<file path="src/logic/lcs_pkg.sv">
// constants for the loopback and clock select block
package lcs_pkg;
   localparam int CLK_PERIOD_NS   = 4;
   // lock window, least time, rounded up to whole cycles
   localparam int LOCK_WINDOW_NS  = 1500;
   localparam int LOCK_WINDOW_CYC =
      (LOCK_WINDOW_NS + CLK_PERIOD_NS - 1) / CLK_PERIOD_NS;
   localparam logic [8:0] LOCK_WINDOW = 9'(LOCK_WINDOW_CYC);

   localparam int BYTE_BITS = 8;
   localparam logic [2:0] LAST_BIT = 3'h7;
   localparam logic [7:0] LOS_RUN_BITS    = 8'h80;
   localparam logic [7:0] LOS_WINDOW_LAST = 8'h7f;
   localparam logic [7:0] LOS_CLEAR_TRANS = 8'h10;
   localparam logic [7:0] RUN_HOLD_BITS   = 8'h64;

   // feedback divider per reference rate
   localparam logic [5:0] DIV_REF_19M = 6'h20;
   localparam logic [5:0] DIV_REF_38M = 6'h10;
   localparam logic [5:0] DIV_REF_51M = 6'h0c;
   localparam logic [5:0] DIV_REF_77M = 6'h08;
   localparam logic [2:0] RATE_19M = 3'h6;
   localparam logic [2:0] RATE_38M = 3'h2;
   localparam logic [2:0] RATE_51M = 3'h1;
   localparam logic [2:0] RATE_77M = 3'h0;
   localparam logic [5:0] PHASE_TOL_CYC = 6'h02;

   // register map
   localparam logic [7:0] ADDR_CTRL   = 8'h00;
   localparam logic [7:0] ADDR_STATUS = 8'h04;
   localparam logic [31:0] CTRL_RESET = 32'h0;
   localparam int CTL_LINE_LOOP = 0;
   localparam int CTL_HOST_LOOP = 1;
   localparam int CTL_REC_LOOP  = 2;
   localparam int CTL_BYPASS    = 3;
   localparam int CTL_REFSEL    = 4;
   localparam int CTL_REC_REF   = 5;
   localparam int CTL_RATE_LSB  = 8;
   localparam int CTL_HIGH_RATE = 11;
   localparam int ST_LOS        = 0;
   localparam int ST_REC_LOCK   = 1;
   localparam int ST_REFSEL_ACT = 2;
   localparam int ST_SYNTH_LOCK = 3;
   localparam int ST_HIGH_RATE  = 4;
   localparam int ST_DIV_LSB    = 8;
endpackage : lcs_pkg

</file>
<file path="src/logic/lcs_synth_ref.sv">
// multiplier reference select, feedback divider and lock pulses
`timescale 1ns/1ps
module lcs_synth_ref
   import lcs_pkg::*;
(
   input  wire logic       clk,
   input  wire logic       rst_b,
   input  wire logic       mult_clock,
   input  wire logic       ref_ttl,
   input  wire logic       ref_diff_p,
   input  wire logic       ref_diff_n,
   input  wire logic       rx_div8,
   input  wire logic       refsel_active,
   input  wire logic [2:0] rate_select_pins,
   output logic [5:0]      fb_div,
   output logic            synth_lock_indicator
);
   logic       ref_sel;
   logic       ref_prev, mclk_prev, ref_edge, mclk_edge;
   logic [5:0] fb_cnt, win, next_fb_cnt, next_win;
   logic       next_pulse, pulse;

   always_comb begin
      unique case (rate_select_pins)
         RATE_19M: fb_div = DIV_REF_19M;
         RATE_38M: fb_div = DIV_REF_38M;
         RATE_51M: fb_div = DIV_REF_51M;
         RATE_77M: fb_div = DIV_REF_77M;
         default:  fb_div = DIV_REF_77M;
      endcase
   end

   // receive clock over eight replaces it
   assign ref_sel = refsel_active ? rx_div8
                                  : ~((ref_diff_p & ~ref_diff_n) ^ ref_ttl);
   assign ref_edge  = ref_sel & ~ref_prev;
   assign mclk_edge = mult_clock & ~mclk_prev;

   always_comb begin
      next_fb_cnt = fb_cnt;
      next_win    = (win == 6'h3f) ? win : win + 6'h01;
      next_pulse  = 1'b0;
      if (ref_edge)
         next_win = 6'h00;
      if (mclk_edge)
         next_fb_cnt = (fb_cnt == fb_div - 6'h01) ? 6'h00 : fb_cnt + 6'h01;
      // low pulse when divided edge meets reference
      if (mclk_edge && fb_cnt == fb_div - 6'h01 &&
          (ref_edge || win < PHASE_TOL_CYC))
         next_pulse = 1'b1;
   end

   always_ff @(posedge clk or negedge rst_b) begin
      if (!rst_b) begin
         ref_prev  <= 1'b0;
         mclk_prev <= 1'b0;
         fb_cnt    <= 6'h00;
         win       <= 6'h3f;
         pulse     <= 1'b0;
      end else begin
         ref_prev  <= ref_sel;
         mclk_prev <= mult_clock;
         fb_cnt    <= next_fb_cnt;
         win       <= next_win;
         pulse     <= next_pulse;
      end
   end

   assign synth_lock_indicator = ~pulse;
endmodule : lcs_synth_ref

</file>
<file path="src/logic/lcs_top.sv">
// loopback routing, loop timing, clock select and lock monitors
`timescale 1ns/1ps
// Function
// - recovery loop feeds own serial transmit stream into clock recovery
// - both loops: serial input and clock go to serial outputs
// - both loops: transmit byte bus and clock go to byte outputs
// - bypass mode replaces multiplier clock with serial receive clock
// - reference-select mode uses receive clock over eight as reference
// - reference-select mode drops out on loss of signal or host loop
// - rate pins set feedback divider 32, 16, 12 or 8
// - multiplier lock indicator pulses low while phase aligned
// - multiplier reference is xnor of differential and single references
// - recovery reference select picks multiplier or own reference
// - recovery lock asserts after clean 1.5 us window
// - recovery lock drops at once on dropped bit or drift
// - recovery lock survives up to 100 bits without transition
// - line loop passes serial data out and still deserializes it
// - host loop deserializes own transmit bits, multiplier byte clock
// - loss after over 128 flat bits, cleared by over 16 transitions
module lcs_top
   import lcs_pkg::*;
(
   input  wire logic        clk,
   input  wire logic        rst_b,
   input  wire logic [7:0]  wb_adr_i,
   input  wire logic [31:0] wb_dat_i,
   input  wire logic [3:0]  wb_sel_i,
   input  wire logic        wb_we_i,
   input  wire logic        wb_stb_i,
   input  wire logic        wb_cyc_i,
   output logic [31:0]      wb_dat_o,
   output logic             wb_ack_o,
   input  wire logic        serial_rx_in,
   input  wire logic        serial_rx_clock_in,
   output logic             serial_tx_out,
   output logic             serial_tx_clock_out,
   input  wire logic [7:0]  byte_tx_bus,
   input  wire logic        byte_tx_clock_in,
   output logic [7:0]       byte_rx_bus,
   output logic             byte_rx_clock_out,
   input  wire logic        synth_reference_clock,
   input  wire logic        differential_reference_clock_p,
   input  wire logic        differential_reference_clock_n,
   input  wire logic        recovery_reference_clock,
   input  wire logic        mult_clock,
   input  wire logic        dropped_bit,
   input  wire logic        drift_excess,
   output logic             synth_lock_indicator,
   output logic             recovery_lock_indicator,
   output logic             recovery_reference_out
);
   logic [31:0] ctrl, next_ctrl, next_dat;
   logic        next_ack;
   logic        line_loop, host_loop, rec_loop, bypass, split_loop;
   logic        refsel_active;
   logic [5:0]  fb_div;

   // serialize / deserialize state
   logic [7:0]  tx_hold, tx_shift, rx_shift;
   logic [7:0]  next_tx_hold, next_tx_shift, next_rx_shift, next_rx_bus;
   logic [2:0]  tx_cnt, rx_cnt, next_tx_cnt, next_rx_cnt;
   logic        txclk_prev, rxclk_prev;
   logic [2:0]  rxclk_cnt, next_rxclk_cnt;
   logic        tx_bit, cru_in, des_in;
   logic        next_ser_out, next_ser_clk, next_byte_clk, next_rec_ref;

   // loss of signal and recovery lock state
   logic        los, next_los, cru_prev, transition;
   logic [7:0]  run, next_run, lwin, next_lwin, ltrans, next_ltrans;
   logic [8:0]  lock_cnt, next_lock_cnt;
   logic        next_lock;

   assign line_loop  = ctrl[CTL_LINE_LOOP];
   assign host_loop  = ctrl[CTL_HOST_LOOP];
   assign rec_loop   = ctrl[CTL_REC_LOOP];
   assign bypass     = ctrl[CTL_BYPASS];
   assign split_loop = line_loop & host_loop;
   // forced out so the multiplier never locks to itself
   assign refsel_active = ctrl[CTL_REFSEL] & ~los & ~host_loop & ~rec_loop;

   // ---------------- register slave ----------------
   always_comb begin
      next_ctrl = ctrl;
      next_ack  = wb_cyc_i & wb_stb_i & ~wb_ack_o;
      next_dat  = wb_dat_o;
      if (next_ack) begin
         next_dat = 32'h0;
         if (wb_adr_i == ADDR_CTRL) begin
            next_dat = ctrl;
            if (wb_we_i) begin
               for (int i = 0; i < 4; i++)
                  if (wb_sel_i[i])
                     next_ctrl[i*8 +: 8] = wb_dat_i[i*8 +: 8];
            end
         end else if (wb_adr_i == ADDR_STATUS) begin
            next_dat[ST_LOS]        = los;
            next_dat[ST_REC_LOCK]   = recovery_lock_indicator;
            next_dat[ST_REFSEL_ACT] = refsel_active;
            next_dat[ST_SYNTH_LOCK] = synth_lock_indicator;
            next_dat[ST_HIGH_RATE]  = ctrl[CTL_HIGH_RATE];
            next_dat[ST_DIV_LSB +: 6] = fb_div;
         end
      end
   end

   always_ff @(posedge clk or negedge rst_b) begin
      if (!rst_b) begin
         ctrl     <= CTRL_RESET;
         wb_ack_o <= 1'b0;
         wb_dat_o <= 32'h0;
      end else begin
         ctrl     <= next_ctrl;
         wb_ack_o <= next_ack;
         wb_dat_o <= next_dat;
      end
   end

   // ---------------- multiplier reference ----------------
   lcs_synth_ref lcs_synth_ref_inst (
      .clk                  (clk),
      .rst_b                (rst_b),
      // receive clock stands in for the multiplier in bypass
      .mult_clock           (bypass ? serial_rx_clock_in : mult_clock),
      .ref_ttl              (synth_reference_clock),
      .ref_diff_p           (differential_reference_clock_p),
      .ref_diff_n           (differential_reference_clock_n),
      .rx_div8              (rxclk_cnt[2]),
      .refsel_active        (refsel_active),
      .rate_select_pins     (ctrl[CTL_RATE_LSB +: 3]),
      .fb_div               (fb_div),
      .synth_lock_indicator (synth_lock_indicator)
   );

   // ---------------- serial datapaths ----------------
   // one clk cycle stands for one serial bit time
   assign tx_bit = tx_shift[7];
   // loop closes ahead of clock recovery
   assign cru_in = rec_loop ? tx_bit : serial_rx_in;
   // host loop bypasses recovery; loss forces data low
   assign des_in = host_loop ? tx_bit : (cru_in & ~los);

   always_comb begin
      next_tx_hold = tx_hold;
      if (byte_tx_clock_in && !txclk_prev)
         next_tx_hold = byte_tx_bus;
      next_tx_cnt   = tx_cnt + 3'h1;
      next_tx_shift = (tx_cnt == LAST_BIT) ? tx_hold
                                           : {tx_shift[6:0], 1'b0};
      next_rx_cnt   = rx_cnt + 3'h1;
      next_rx_shift = {rx_shift[6:0], des_in};
      next_rx_bus   = byte_rx_bus;
      if (rx_cnt == LAST_BIT)
         next_rx_bus = {rx_shift[6:0], des_in};
      next_byte_clk = host_loop ? tx_cnt[2] : rx_cnt[2];
      // split loop wraps byte side straight round
      if (split_loop) begin
         next_rx_bus   = byte_tx_bus;
         next_byte_clk = byte_tx_clock_in;
      end
      // line loop wraps serial data and clock out
      next_ser_out = line_loop ? serial_rx_in : tx_bit;
      if (line_loop || bypass)
         next_ser_clk = serial_rx_clock_in;
      else
         next_ser_clk = mult_clock;
      next_rxclk_cnt = rxclk_cnt;
      if (serial_rx_clock_in && !rxclk_prev)
         next_rxclk_cnt = rxclk_cnt + 3'h1;
      next_rec_ref = ctrl[CTL_REC_REF] ? recovery_reference_clock
                                       : ~((differential_reference_clock_p &
                                            ~differential_reference_clock_n)
                                           ^ synth_reference_clock);
   end

   always_ff @(posedge clk or negedge rst_b) begin
      if (!rst_b) begin
         tx_hold                <= 8'h00;
         tx_shift               <= 8'h00;
         tx_cnt                 <= 3'h0;
         rx_shift               <= 8'h00;
         rx_cnt                 <= 3'h0;
         byte_rx_bus            <= 8'h00;
         byte_rx_clock_out      <= 1'b0;
         serial_tx_out          <= 1'b0;
         serial_tx_clock_out    <= 1'b0;
         txclk_prev             <= 1'b0;
         rxclk_prev             <= 1'b0;
         rxclk_cnt              <= 3'h0;
         recovery_reference_out <= 1'b0;
      end else begin
         tx_hold                <= next_tx_hold;
         tx_shift               <= next_tx_shift;
         tx_cnt                 <= next_tx_cnt;
         rx_shift               <= next_rx_shift;
         rx_cnt                 <= next_rx_cnt;
         byte_rx_bus            <= next_rx_bus;
         byte_rx_clock_out      <= next_byte_clk;
         serial_tx_out          <= next_ser_out;
         serial_tx_clock_out    <= next_ser_clk;
         txclk_prev             <= byte_tx_clock_in;
         rxclk_prev             <= serial_rx_clock_in;
         rxclk_cnt              <= next_rxclk_cnt;
         recovery_reference_out <= next_rec_ref;
      end
   end

   // ---------------- loss of signal and recovery lock ----------------
   assign transition = cru_in ^ cru_prev;

   always_comb begin
      next_run    = transition ? 8'h00
                  : (run == 8'hff ? run : run + 8'h01);
      next_los    = los;
      next_lwin   = lwin + 8'h01;
      next_ltrans = (transition && ltrans != 8'hff) ? ltrans + 8'h01 : ltrans;
      // declare after more than 128 flat bits
      if (!los && !transition && run == LOS_RUN_BITS) begin
         next_los    = 1'b1;
         next_lwin   = 8'h00;
         next_ltrans = 8'h00;
      end else if (los && lwin == LOS_WINDOW_LAST) begin
         // clear on more than 16 transitions per window
         if (next_ltrans > LOS_CLEAR_TRANS)
            next_los = 1'b0;
         next_lwin   = 8'h00;
         next_ltrans = 8'h00;
      end
      // dropped bit or drift clears lock at once
      // flat runs up to the hold length keep lock
      if (dropped_bit || drift_excess || los || run > RUN_HOLD_BITS)
         next_lock_cnt = 9'h000;
      else if (lock_cnt == LOCK_WINDOW)
         next_lock_cnt = lock_cnt;
      else
         next_lock_cnt = lock_cnt + 9'h001;
      // assert once a whole clean window has passed
      next_lock = (next_lock_cnt == LOCK_WINDOW);
   end

   always_ff @(posedge clk or negedge rst_b) begin
      if (!rst_b) begin
         los                     <= 1'b0;
         cru_prev                <= 1'b0;
         run                     <= 8'h00;
         lwin                    <= 8'h00;
         ltrans                  <= 8'h00;
         lock_cnt                <= 9'h000;
         recovery_lock_indicator <= 1'b0;
      end else begin
         los                     <= next_los;
         cru_prev                <= cru_in;
         run                     <= next_run;
         lwin                    <= next_lwin;
         ltrans                  <= next_ltrans;
         lock_cnt                <= next_lock_cnt;
         recovery_lock_indicator <= next_lock;
      end
   end
endmodule : lcs_top

</file>
<file path="config.mk">
export PLATFORM = sky130hd
export DESIGN_NAME = lcs_top
export DESIGN_NICKNAME = d
export VERILOG_FILES = /design/src/logic/lcs_pkg.sv /design/src/logic/lcs_synth_ref.sv /design/src/logic/lcs_top.sv
export SDC_FILE = /design/constraint.sdc
export NUM_CORES = 1
export LEC_CHECK = 0
export BUFFER_PORTS_ARGS = -buffer_cell sky130_fd_sc_hd__buf_2
export CAP_MARGIN = 20
export CORE_UTILIZATION = 36
export DETAILED_ROUTE_END_ITERATION = 16
export PLACE_DENSITY_LB_ADDON = 0.2
export SYNTH_ARGS = -nofsm -noshare
export SYNTH_HDL_FRONTEND = slang
export SYNTH_SLANG_ARGS = --single-unit
</file>
<file path="constraint.sdc">
create_clock -name clk -period 5.9 [get_ports clk]
set_clock_uncertainty 0.05 [all_clocks]
set_input_delay 0.59 -clock clk [delete_from_list [all_inputs] [get_ports clk]]
set_output_delay 0.59 -clock clk [all_outputs]
set_load 0.02 [all_outputs]
</file>
==> Word level (Yosys, flattened, before mapping) <==
Cells that the tools add are included.
{ "word_totals": {"word_cells": 142, "latch_bits": 0, "romBits": 0, "ram_bits": 0, "output_inout_bits": 47, "input_bits": 67, "mem_count": 0, "reg_bits": 162} }
{ "op_classes": {"n_reduce_logical": 26, "n_addsub": 10, "bitwise": 21, "n_mux": 35, "div": 0, "shift": 0, "order_cmp": 3, "eq_ne": 16, "multipliers": 0} }
{ "op_table": {"columns": ["operator", "n"], "rows": [
  ["$mux W8", 10],
  ["$mux W6", 5],
  ["$add A8 B1 Y8 const B", 3],
  ["$eq A9 B9 Y1 const B", 2],
  ["$mux W18", 1],
  ["$mux W9", 2],
  ["$pmux W6 S3", 1],
  ["$eq A8 B8 Y1 const B", 2],
  ["$reduce_and A4 Y1", 4],
  ["$mux W1", 13],
  ["$add A6 B1 Y6 const B", 2],
  ["$and A1 B1 Y1", 10],
  ["$mux W5", 2],
  ["$add A3 B1 Y3 const B", 3],
  ["$add A9 B1 Y9 const B", 1],
  ["$eq A3 B3 Y1 const B", 3],
  ["$not A1 Y1", 9],
  ["$eq A8 B3 Y1 const B", 1],
  ["$eq A8 B7 Y1 const B", 1],
  ["$gt A8 B5 Y1 const B", 1],
  ["$gt A8 B7 Y1 const B", 1],
  ["$logic_and A1 B1 Y1", 8],
  ["$logic_not A8 Y1", 1],
  ["$ne A8 B8 Y1 const B", 1],
  ["other kinds (14)", 24]
]} }

==> Depth between registers and ports, before layout <==
Gate-level depths: netlist of the first run.
{ "depth": {"ltp_word": 9, "mapped_depth": 9, "mapped_depth_nobuf": 8} }

==> By module <==
Synthesis of the first run repeated with hierarchy kept, for this count alone.
{ "unflattened": {"hier_cells": 577, "hier_area_um2": 6993.0} }
{ "by_module_without_submodules": {"columns": ["mod", "seq_area_each_um2", "area_per_inst_um2", "instances", "cells_each"], "rows": [
  ["lcs_top", 3678.5, 6149.6, 1, 493],
  ["lcs_synth_ref", 382.9, 843.3, 1, 84]
]} }

==> Worst setup path before layout of the first run <==
OpenSTA, ideal clock, no wires.
{ "synth_timing": {"path_kind": "input to register", "startpoint": "input wb_cyc_i", "endpoint": "register ctrl[0]", "arrival_ns": 2.073, "n_path_buf": 2, "t_required_ns": 5.725, "stages": 9, "setup_ns": 0.125, "slack_ns": 3.652, "path_cell_list": "nand2_1 -> or2_2 -> clkbuf_1 -> inv_2 -> nand3_2 -> nor2_2 -> and3_1 -> buf_2 -> mux2_2"} }
{ "synth_via": {"elab_chain_cells": 3} }
{ "synth_lines": {"columns": ["item", "line_no", "rtl"], "rows": [
  ["start: declaration", "lcs_top.sv:30", "input wire logic wb_cyc_i,"],
  ["$and A1 B1 Y1 (2 in series)", "lcs_top.sv:84", "next_ack = wb_cyc_i & wb_stb_i & ~wb_ack_o;"],
  ["via next_ack", "lcs_top.sv:53", "logic next_ack;"],
  ["$reduce_and A4 Y1 (no source line)", null, null],
  ["end signal: assignment", "lcs_top.sv:112", "ctrl <= next_ctrl;"],
  ["end: declaration", "lcs_top.sv:52", "logic [31:0] ctrl, next_ctrl, next_dat;"]
]} }
The timed path passes the listed nets, and every way through them passes these cells.
A chain may end at the register's enable or synchronous reset.

==> Worst setup path after layout of the first run <==
{ "layout_timing": {"startpoint": "register wb_ack_o", "endpoint": "register ctrl[2]"} }
{ "layout_via": {"elab_chain_cells": 3} }
{ "layout_lines": {"columns": ["item", "line_no", "rtl"], "rows": [
  ["start: declaration", "lcs_top.sv:32", "output logic wb_ack_o,"],
  ["start signal: assignment", "lcs_top.sv:113", "wb_ack_o <= next_ack;"],
  ["$not A1 Y1", "lcs_top.sv:84", null],
  ["$and A1 B1 Y1", "lcs_top.sv:84", null],
  ["via next_ack", "lcs_top.sv:53", null],
  ["$reduce_and A4 Y1 (no source line)", null, null]
]} }
The timed path passes the listed nets, and every way through them passes these cells.

==> impl_metrics.yaml, run 1 <==
status:
  status: "completed"
drt:
  wl_um: 14300
  first_pass_iters: 4
  vias_per_cell: 5.06
  vias: 4747
  drc: 0
  wl_per_cell_um: 15.3
  postRouteAntennaNets: 0
  drt_iter0_markers: 236
timing:
  setup_violations: 0
  fin_crit_sh_pct: 43.7
  finalWorstSetupSlack_ns: 3.32
  grt_setup_unrepaired: "false"
  slew_viol_final: 0
  relSlewSlack_pct: 39.9
  worst_slew_pin_slew_ns: 0.901
  tns_ns: 0
  whs_ns: 0.190
  layout_min_cycle_time_ns: 2.58
  timing.fmax_mhz: 388
  finalHoldViolCount: 0
synth:
  synthDominantCellAreaShare_pct: 56.3
  async_flop_share_pct: 100
  synth_cells: 577
  synth-edff-count: 0
  synth_nets: 656
  yosys-top-cells-area: "dfrtp_1 (56%), mux2_2 (9.1%), mux2i_1 (3.2%)"
  ys_seq_area_share_pct: 58.6
  yosysWarnings: 0
  yosysUniqueCellTypes: 52
  synth_common_cells: "dfrtp_1 (156), mux2_2 (56), nor2_1 (51), nand2_1 (44), o21ai_0 (31)"
  netlist_area_um2: 6930
  ys.flop_type: "dfrtp_1"
  synth-seq-cells: 162
  yosysMostFrequentCell: "dfrtp_1"
  avgSynthCellArea_um2: 12.0
  synth_top_area_cell: "dfrtp_1"
floorplan:
  ioPinCount: 114
  die_x_um: 141
  die_area_um2: 19800
  die_y_um: 141
  fp.coreArea_um2: 18800
  fp-row-count: 50
  initial_core_util_pct: 36.9
global_routing:
  grt_pass1_wl_um: 24300
  grt_start_max_net_pins: 99
  grt.overflow.total: 0
  grtUsageTotal_pct: 15.5
  grt_pass1_vias: 4870
  grt_antenna_before_repair: 0
pwr:
  finalPower_w: 0.00280
  peakVddDrop_mv: 0.213
  powerDensity_nw_per_um2: 336
  leakagePower_nw: 4.01
final_layout:
  multi_input_area_um2: 2740
  area_growth_pct: 20.3
  fillCellCount: 1754
  final_nets: 771
  n_antenna_cell: 0
  regArea_um2: 4060
  drive_above_1_share_pct: 32.6
clock_network:
  path_clk_slew_ns: 0.07
  postCtsSetupBuffers: 0
  htreeDepth: 4
  worstSkewPairLatency_ns: 0.42
  clock-root-buffer: "clkbuf_16"
  numClockSinks: 162
  cts_made_buffers: 17
  cts_hold_buf: 0
  cts_buffer_depth: 2
  cts_tree: "done"
  ctsResizeCount: 0
place:
  port_buffers: 113
  place.gp.congestion: 0.769
  dpl_worst_slack_ns: 3.01
  hpwl_um: 10300
setup_path:
  path_class: "reg2reg"
  crit_path_start: "wb_ack_o$_DFF_PN0_"
  r2r_start: "wb_ack_o$_DFF_PN0_"
  path_max_fanout: 33
  cp.arrival_ns: 2.83
  required_ns: 6.15
  critPathLaunchType: "flop"
  end_kind: "flop"
min_path:
  hold_path.class: "in2async"
run:
  drv_cap: 0
[layout make-up]
class	instances	share of cell area, %
Inverter	16	0.720
Sequential cell	162	48.7
Clock buffer	18	5.27
Multi-Input combinational cell	380	32.8
Tap cell	234	3.51
Clock inverter	14	1.95
Timing Repair Buffer	115	7.04
[power by group]
| group | leakage [nW] | total, W | internal [W] | switching, W |
|---|---|---|---|---|
| combinational | 1.58 | 0.000350 | 0.000167 | 0.000183 |
| sequential | 2.13 | 0.00134 | 0.00123 | 0.000109 |
| clock | 0.298 | 0.00111 | 0.000615 | 0.000491 |
[critical path, cell delays in order, from the launching register on]
cell and delay (ns):
dfrtp_1 0.38, or2_2 0.57, inv_2 0.16, nand3_2 0.20, nor2_2 0.26, and3_1 0.45, mux2_2 0.39
[per-layer routing]
metal / track usage, % / wire (um) / vias up / part of all wire (%)
li1: - / - / 2269 / -
met1: 20.5 / 6900 / 2360 / 48
met2: 25.3 / 6690 / 105 / 47
met3: 3.67 / 606 / 13 / 4.2
met4: 4.98 / 148 / 0 / 1.0
met5: 0 / 0 / - / 0
[layout by cell type, fill, tap and decap left out, drive strengths merged, types with 4 or more instances in the layout]
master    n
or2       6
a31oi     4
buf     115
nand2    44
nand3    25
mux2i    23
nor3     12
o21ai    32
inv      23
xnor2    13
nand4     6
xor2     11
clkbuf   18
and3      6
dfrtp   156
clkinv    6
nor2     52
mux2     57
nor4      4
a21oi    14
ha       12
dfstp     6
a22o     24
nor2b     8
[kinds of logic after synthesis]
logic type	synth area share [%]
flip-flops	58.6
buffers and inverters	1.95
XOR/XNOR	3.41
AND/OR/NAND/NOR	12.7
adder cells (fa/ha/maj)	2.17
AO/OA/AOI/OAI	8.34
multiplexers	12.8
[registers in the layout, summed over array words and instances (netlist names), 3 cells and up]
signal                     count
lcs_synth_ref_inst.fb_cnt      6
rx_cnt                         3
rx_shift                       7
run                            8
lock_cnt                       9
tx_cnt                         3
tx_shift                       8
byte_rx_bus                    8
wb_dat_o                      32
rxclk_cnt                      3
ctrl                          32
tx_hold                        8
lwin                           8
lcs_synth_ref_inst.win         6
ltrans                         8
[final timing paths]
check	endpoint	depth (start not counted)	slack, ns
hold / removal	lcs_synth_ref_inst.fb_cnt[4]$_DFFE_PN0P_	1	0.19
min in group clk	txclk_prev$_DFF_PN0_	1	0.26
setup / recovery	ctrl[2]$_DFFE_PN0P_	6	3.32
hold reg to reg	rx_shift[5]$_DFF_PN0_	0	0.33
max in group asynchronous	wb_dat_o[24]$_DFFE_PN0P_	2	4.22
setup reg to reg	ctrl[2]$_DFFE_PN0P_	6	3.32
[per-stage QoR]
| step | instance area, um^2 | util (%) | std cells |
|---|---|---|---|
| 2_1_floorplan | 6930 | - | 577 |
| 3_3_place_gp | 7740 | 41.2 | 907 |
| 3_5_place_dp | 7740 | 41.2 | 907 |
| 4_1_cts | 8340 | 44.4 | 939 |
| 5_1_grt | 8340 | 44.4 | 939 |
| 6_report | 8340 | 44.4 | 939 |
Note: power is estimated with default switching activity, not from simulation.
==> run 2, diff against run 1 <==
--- a/config.mk
+++ b/config.mk
@@ -5,6 +5,7 @@
 export SDC_FILE = /design/constraint.sdc
 export NUM_CORES = 1
 export LEC_CHECK = 0
+export ABC_AREA = 1
 export BUFFER_PORTS_ARGS = -buffer_cell sky130_fd_sc_hd__buf_2
 export CAP_MARGIN = 20
 export CORE_UTILIZATION = 36
==> constraint.sdc (replaced) <==
create_clock -name clk -period 2.4 [get_ports clk]
set_clock_uncertainty 0.05 [all_clocks]
set_input_delay 0.24 -clock clk [delete_from_list [all_inputs] [get_ports clk]]
set_output_delay 0.24 -clock clk [all_outputs]
set_load 0.02 [all_outputs]
==> run 2 against run 1 <==
  * Worst setup slack worse by 2.9 ns
  * Clock power grew 150%
  * Hold slack lost 0.17 ns
  * Sequential cell count stayed put
  * Global-route usage increased by 1.3 points
  * Critical path depth is 6 higher
  * Register-to-register slack worse by 2.9 ns
  * Non-clock buffer count up 34
  * Sequential share of layout area fell by 3.3 points
  * Critical endpoint is now los$_DFFE_PN0P_
  * Largest power group unchanged
  * Highest routed layer unchanged
==> impl_metrics.yaml, run 2 <==
synth:
  ys_seq_area_share_pct: 56.7
  synth_cells: 759
  async_flop_share_pct: 100
  synthDominantCellAreaShare_pct: 54.5
  yosysWarnings: 0
  ys.flop_type: "dfrtp_1"
  synth_nets: 838
  synth_top_area_cell: "dfrtp_1"
  synth-seq-cells: 162
  yosys-top-cells-area: "dfrtp_1 (55%), nand2_1 (7.3%), inv_1 (5.3%)"
  avgSynthCellArea_um2: 9.44
  yosysMostFrequentCell: "dfrtp_1"
  synth_common_cells: "dfrtp_1 (156), nand2_1 (140), inv_1 (102), nor2_1 (69), o21ai_0 (55)"
  yosysUniqueCellTypes: 44
  netlist_area_um2: 7160
  synth-edff-count: 0
global_routing:
  grt_pass1_wl_um: 26400
  gr-usage-met2_pct: 26.5
  use_met1_pct: 22.6
  grt.overflow.total: 0
  grt_pass1_vias: 5282
  grtUsageTotal_pct: 16.8
  grt_start_max_net_pins: 71
  met3_usage_pct: 3.72
  busiest_layer: "met2"
  grt_antenna_before_repair: 0
clock_network:
  path_clk_slew_ns: 0.07
  worstSkewPairLatency_ns: 0.43
  numClockSinks: 162
  htreeDepth: 4
  ctsResizeCount: 0
  cts_made_buffers: 17
  clock-root-buffer: "clkbuf_16"
  cts_buffer_depth: 2
  cts_tree: "done"
drt:
  postRouteAntennaNets: 0
  wl_per_cell_um: 13.3
  wl_um: 15800
  vias_per_cell: 4.61
  drc: 0
  vias: 5481
  first_pass_iters: 4
  drt_iter0_markers: 218
setup_path:
  timing.rr.end: "los$_DFFE_PN0P_"
  path_class: "reg2reg"
  r2r_start: "ltrans[0]$_DFF_PN0_"
  path_common_cell: "nand2_1"
  r2r_slack_ns: 0.40
  cp_slowest_cell: "dfrtp_1"
  path_max_fanout: 8
  path_cells: "ha_1 -> nand2_1 -> nor2_1 -> nand2_1 -> nand3_2 -> o21ai_0 -> nand2_1 -> nor2_1 -> nand2_1 -> nand2_1 -> nand2_1 -> nand2_1"
  end_kind: "flop"
  cp.arrival_ns: 2.31
  slowest_delay_ns: 0.44
  r2r_cells: 12
  required_ns: 2.71
  critPathLaunchType: "flop"
timing:
  tns_ns: 0
  relSlewSlack_pct: 54.9
  layout_min_cycle_time_ns: 2.00
  grt_setup_unrepaired: "false"
  timing.fmax_mhz: 500
  worst_slew_pin_slew_ns: 0.677
  setup_violations: 0
  fin_crit_sh_pct: 83.3
  finalHoldViolCount: 0
  slew_viol_final: 0
floorplan:
  die_area_um2: 20500
  ioPinCount: 114
  fp-row-count: 51
  fp.coreArea_um2: 19500
  initial_core_util_pct: 36.8
  die_y_um: 143
  die_x_um: 143
final_layout:
  n_antenna_cell: 0
  largestRegisters: "ctrl: 32 flops, wb_dat_o: 32 flops, lock_cnt: 9 flops"
  layout.cells.non_filler: 1189
  final_nets: 990
  fillCellCount: 1930
  area_growth_pct: 24.9
  fin_util_pct: 45.9
  drive_above_1_share_pct: 23.4
  regArea_um2: 4060
  final_common_cell: "dfrtp_1"
  final_cell_mix: "dfrtp_1 (156), nand2_1 (140), buf_2 (112)"
  multi_input_area_um2: 2610
place:
  hpwl_um: 11400
  dp_cells: 1132
  place.gp.congestion: 0.807
  port_buffers: 113
min_path:
  hold_end: "serial_tx_out$_DFF_PN0_"
  hold_path.class: "in2reg"
  holdPathStages: 3
  hold_start: "serial_rx_in"
run:
  drv_cap: 0
pwr:
  powerDensity_nw_per_um2: 794
  peakVddDrop_mv: 0.466
  leakagePower_nw: 4.57
status:
  status: "completed"
## run 2: power by group
part | internal, W | switching (W) | total [W] | leakage [nW]
clock network | 0.00141 | 0.00131 | 0.00272 | 0.296
registers | 0.00306 | 0.000245 | 0.00331 | 1.96
logic | 0.000456 | 0.000615 | 0.00107 | 2.32
## run 2: how the worst max path moves through the flow
stage                     slack [ns]                end           startpoint
after CTS                       0.37    los$_DFFE_PN0P_  ltrans[0]$_DFF_PN0_
after global routing            0.15    los$_DFFE_PN0P_  ltrans[0]$_DFF_PN0_
final                           0.40    los$_DFFE_PN0P_  ltrans[0]$_DFF_PN0_
after global placement          0.46  lwin[2]$_DFF_PN0_    lwin[0]$_DFF_PN0_
after floorplan                 0.68    los$_DFFE_PN0P_  ltrans[0]$_DFF_PN0_
after detailed placement        0.39    los$_DFFE_PN0P_  ltrans[0]$_DFF_PN0_
## run 2: metrics by stage
| stage | total power (W) | area [um^2] | setup slack (ns) | hold slack [ns] |
|---|---|---|---|---|
| final | 0.00710 | 8940 | 0.401 | 0.0194 |
| after global routing | 0.00754 | 8940 | 0.146 | 0.0104 |
| after CTS | 0.00720 | 8940 | 0.374 | 0.00173 |
| after detailed placement | 0.00441 | 8080 | 0.395 | 0.269 |
| after global placement | 0.00439 | 8080 | 0.460 | 0.261 |
| after floorplan | 0.00403 | 7160 | 0.682 | -0.106 |
## run 2: repair_timing
action / CTS / global route
hold endpoints to repair: 84 / 0
setup endpoints to repair: 0 / 0
hold buffers: 25 / 0
setup buffers: 0 / 0
## run 2: kinds of logic after synthesis
logic type	after synthesis	share of synthesized area, %
xor+xnor	15	1.83
buf+inv	122	6.85
simple gates	311	19.8
fa+ha+maj	12	2.10
compound gates	129	11.4
mux	8	1.26
flops	162	56.7
## run 2: layout make-up
cell class | count | share of cell area, %
clock inverter | 15 | 2.08
tap | 265 | 3.71
clock buffer | 17 | 4.76
multi-input combinational | 475 | 29.2
inverter | 106 | 4.45
timing repair buffer | 149 | 10.4
sequential | 162 | 45.4
## run 2: layer usage
layer  routed length, um  up-vias
met4                 355        0
met5                   0        -
li1                    -     2786
met1                7410     2602
met2                7660       72
met3                 404       21
## run 2: worst max-delay path: cells and delay by family, from the launching register on
kind            cells  cell delay, ns
simple gates       10            0.88
flops               1            0.44
compound gates      1            0.30
fa+ha+maj           1            0.25
==> run 3, diff against run 2 <==
==> constraint.sdc (replaced) <==
create_clock -name clk -period 1.9 [get_ports clk]
set_clock_uncertainty 0.05 [all_clocks]
set_input_delay 0.19 -clock clk [delete_from_list [all_inputs] [get_ports clk]]
set_output_delay 0.19 -clock clk [all_outputs]
set_load 0.02 [all_outputs]
==> run 3 against run 2 <==
  * Worst setup slack worse by 0.20 ns
  * Critical endpoint is now run[5]$_DFFE_PN0P_
  * First-iteration DRC count grew 47%
  * Highest routed layer unchanged
  * Core utilization grew 2.1 points
  * Via count grew 3.1%
  * Die area did not move
  * Fmax up 18%
  * Sequential share of layout area shrank 2.0 points
  * Routed wire length grew 2.7%
  * Cell area is 4.5% higher
==> impl_metrics.yaml, run 3 (same netlist as run 2, synthesis figures left out) <==
pwr:
  powerDensity_nw_per_um2: 969
  peakVddDrop_mv: 0.648
  leakagePower_nw: 4.76
  finalPower_w: 0.00906
setup_path:
  path_class: "reg2reg"
  path_cells: "inv_1 -> nand2_1 -> nand3_1 -> nand2_2 -> inv_2 -> buf_4 -> a31oi_1 -> nand3_1 -> nand2_1 -> nor2_1"
  critPathLaunchType: "flop"
  required_ns: 2.16
  cp.arrival_ns: 1.96
  end_kind: "flop"
  r2r_slack_ns: 0.20
  cp_slowest_cell: "dfrtp_1"
  crit_path_start: "tx_shift[7]$_DFF_PN0_"
  path_max_fanout: 8
  timing.rr.end: "run[5]$_DFFE_PN0P_"
  r2r_start: "tx_shift[7]$_DFF_PN0_"
  r2r_cells: 10
  slowest_delay_ns: 0.41
timing:
  whs_ns: 0.0194
  slew_viol_final: 0
  grt_setup_unrepaired: "false"
  finalHoldViolCount: 0
  layout_min_cycle_time_ns: 1.70
  setup_violations: 0
  tns_ns: 0
  fin_crit_sh_pct: 89.5
  relSlewSlack_pct: 62.6
  timing.fmax_mhz: 588
  worst_slew_pin_slew_ns: 0.559
clock_network:
  cts_tree: "done"
  worstSkewPairLatency_ns: 0.43
  postCtsSetupBuffers: 0
  clock-root-buffer: "clkbuf_16"
  htreeDepth: 4
  cts_buffer_depth: 2
  path_clk_slew_ns: 0.07
  cts_made_buffers: 17
  numClockSinks: 162
drt:
  drc: 0
  vias_per_cell: 4.60
  wl_um: 16300
  vias: 5650
  postRouteAntennaNets: 0
  drt_iter0_markers: 321
  wl_per_cell_um: 13.2
  first_pass_iters: 4
global_routing:
  grtUsageTotal_pct: 17.0
  gr-usage-met2_pct: 27.4
  grt_antenna_before_repair: 0
  busiest_layer: "met2"
  grt_pass1_wl_um: 26700
  grt.overflow.total: 0
  use_met1_pct: 22.7
  met3_usage_pct: 3.66
  grt_start_max_net_pins: 54
  grt_pass1_vias: 5404
min_path:
  hold_path.class: "in2reg"
  holdPathStages: 3
  hold_end: "ctrl[11]$_DFFE_PN0P_"
  hold_start: "wb_sel_i[1]"
final_layout:
  fin_area_um2: 9350
  final_cell_mix: "dfrtp_1 (156), nand2_1 (135), buf_2 (112)"
  final_common_cell: "dfrtp_1"
  area_growth_pct: 30.5
  final_nets: 1029
  n_antenna_cell: 0
  drive_above_1_share_pct: 25.5
  largestRegisters: "ctrl: 32 flops, wb_dat_o: 32 flops, lock_cnt: 9 flops"
place:
  hpwl_um: 11500
  place.gp.congestion: 0.834
  port_buffers: 113
  placed_area_um2: 8250
floorplan:
  die_x_um: 143
  initial_core_util_pct: 36.8
  fp.coreArea_um2: 19500
  die_area_um2: 20500
  fp-row-count: 51
  die_y_um: 143
  ioPinCount: 114
run:
  drv_cap: 0
status:
  status: "completed"
[run 3: layout make-up]
type                            count  area, um^2
Fill cell                        1874       10100
Sequential cell                   162        4060
Multi-Input combinational cell    475        2650
Timing Repair Buffer              188        1320
Clock buffer                       17         425
Inverter                          106         400
Tap cell                          265         332
Clock inverter                     15         161
[run 3: worst max-delay path, delay by kind of cell (launching register included)]
| kind | cells | cell delay (ns) |
|---|---|---|
| AND/OR/NAND/NOR | 6 | 0.58 |
| AO/OA/AOI/OAI | 1 | 0.27 |
| flip-flops | 1 | 0.41 |
| buffers and inverters | 3 | 0.28 |
[run 3: layer usage]
metal,up-vias,wire (um)
met5,-,0
li1,2860,-
met1,2687,7590
met2,83,7970
met3,20,458
met4,0,238
[run 3: worst max-delay path by stage]
stage	to	slack (ns)	depth (start not counted)
after floorplan	los$_DFFE_PN0P_	0.18	14
after global placement	los$_DFFE_PN0P_	0.11	12
after detailed placement	los$_DFFE_PN0P_	0.04	14
after CTS	los$_DFFE_PN0P_	0.01	14
after global routing	lcs_synth_ref_inst.win[1]$_DFFE_PN1P_	0.008	8
final	run[5]$_DFFE_PN0P_	0.20	10
[run 3: timing repair]
item | 4_1_cts | 5_1_grt
hold buffers | 47 | 0
endpoints found under the setup margin | 0 | 20
resized for setup | 0 | 17
endpoints found under the hold margin | 97 | 0
[run 3: where the power goes]
group | total, W | internal, W | switching (W)
Combinational | 0.00152 | 0.000678 | 0.000845
Clock | 0.00338 | 0.00177 | 0.00161
Sequential | 0.00415 | 0.00387 | 0.000285
Total | 0.00906 | 0.00632 | 0.00274
[run 3: through the flow]
step	instances	util (%)	worst slack (ns)
after global routing	1228	48.0	0.00794
after global placement	1149	42.4	0.107
after CTS	1228	47.8	0.0139
after floorplan	759	-	0.182
after detailed placement	1149	42.4	0.0416
final	1228	48.0	0.199
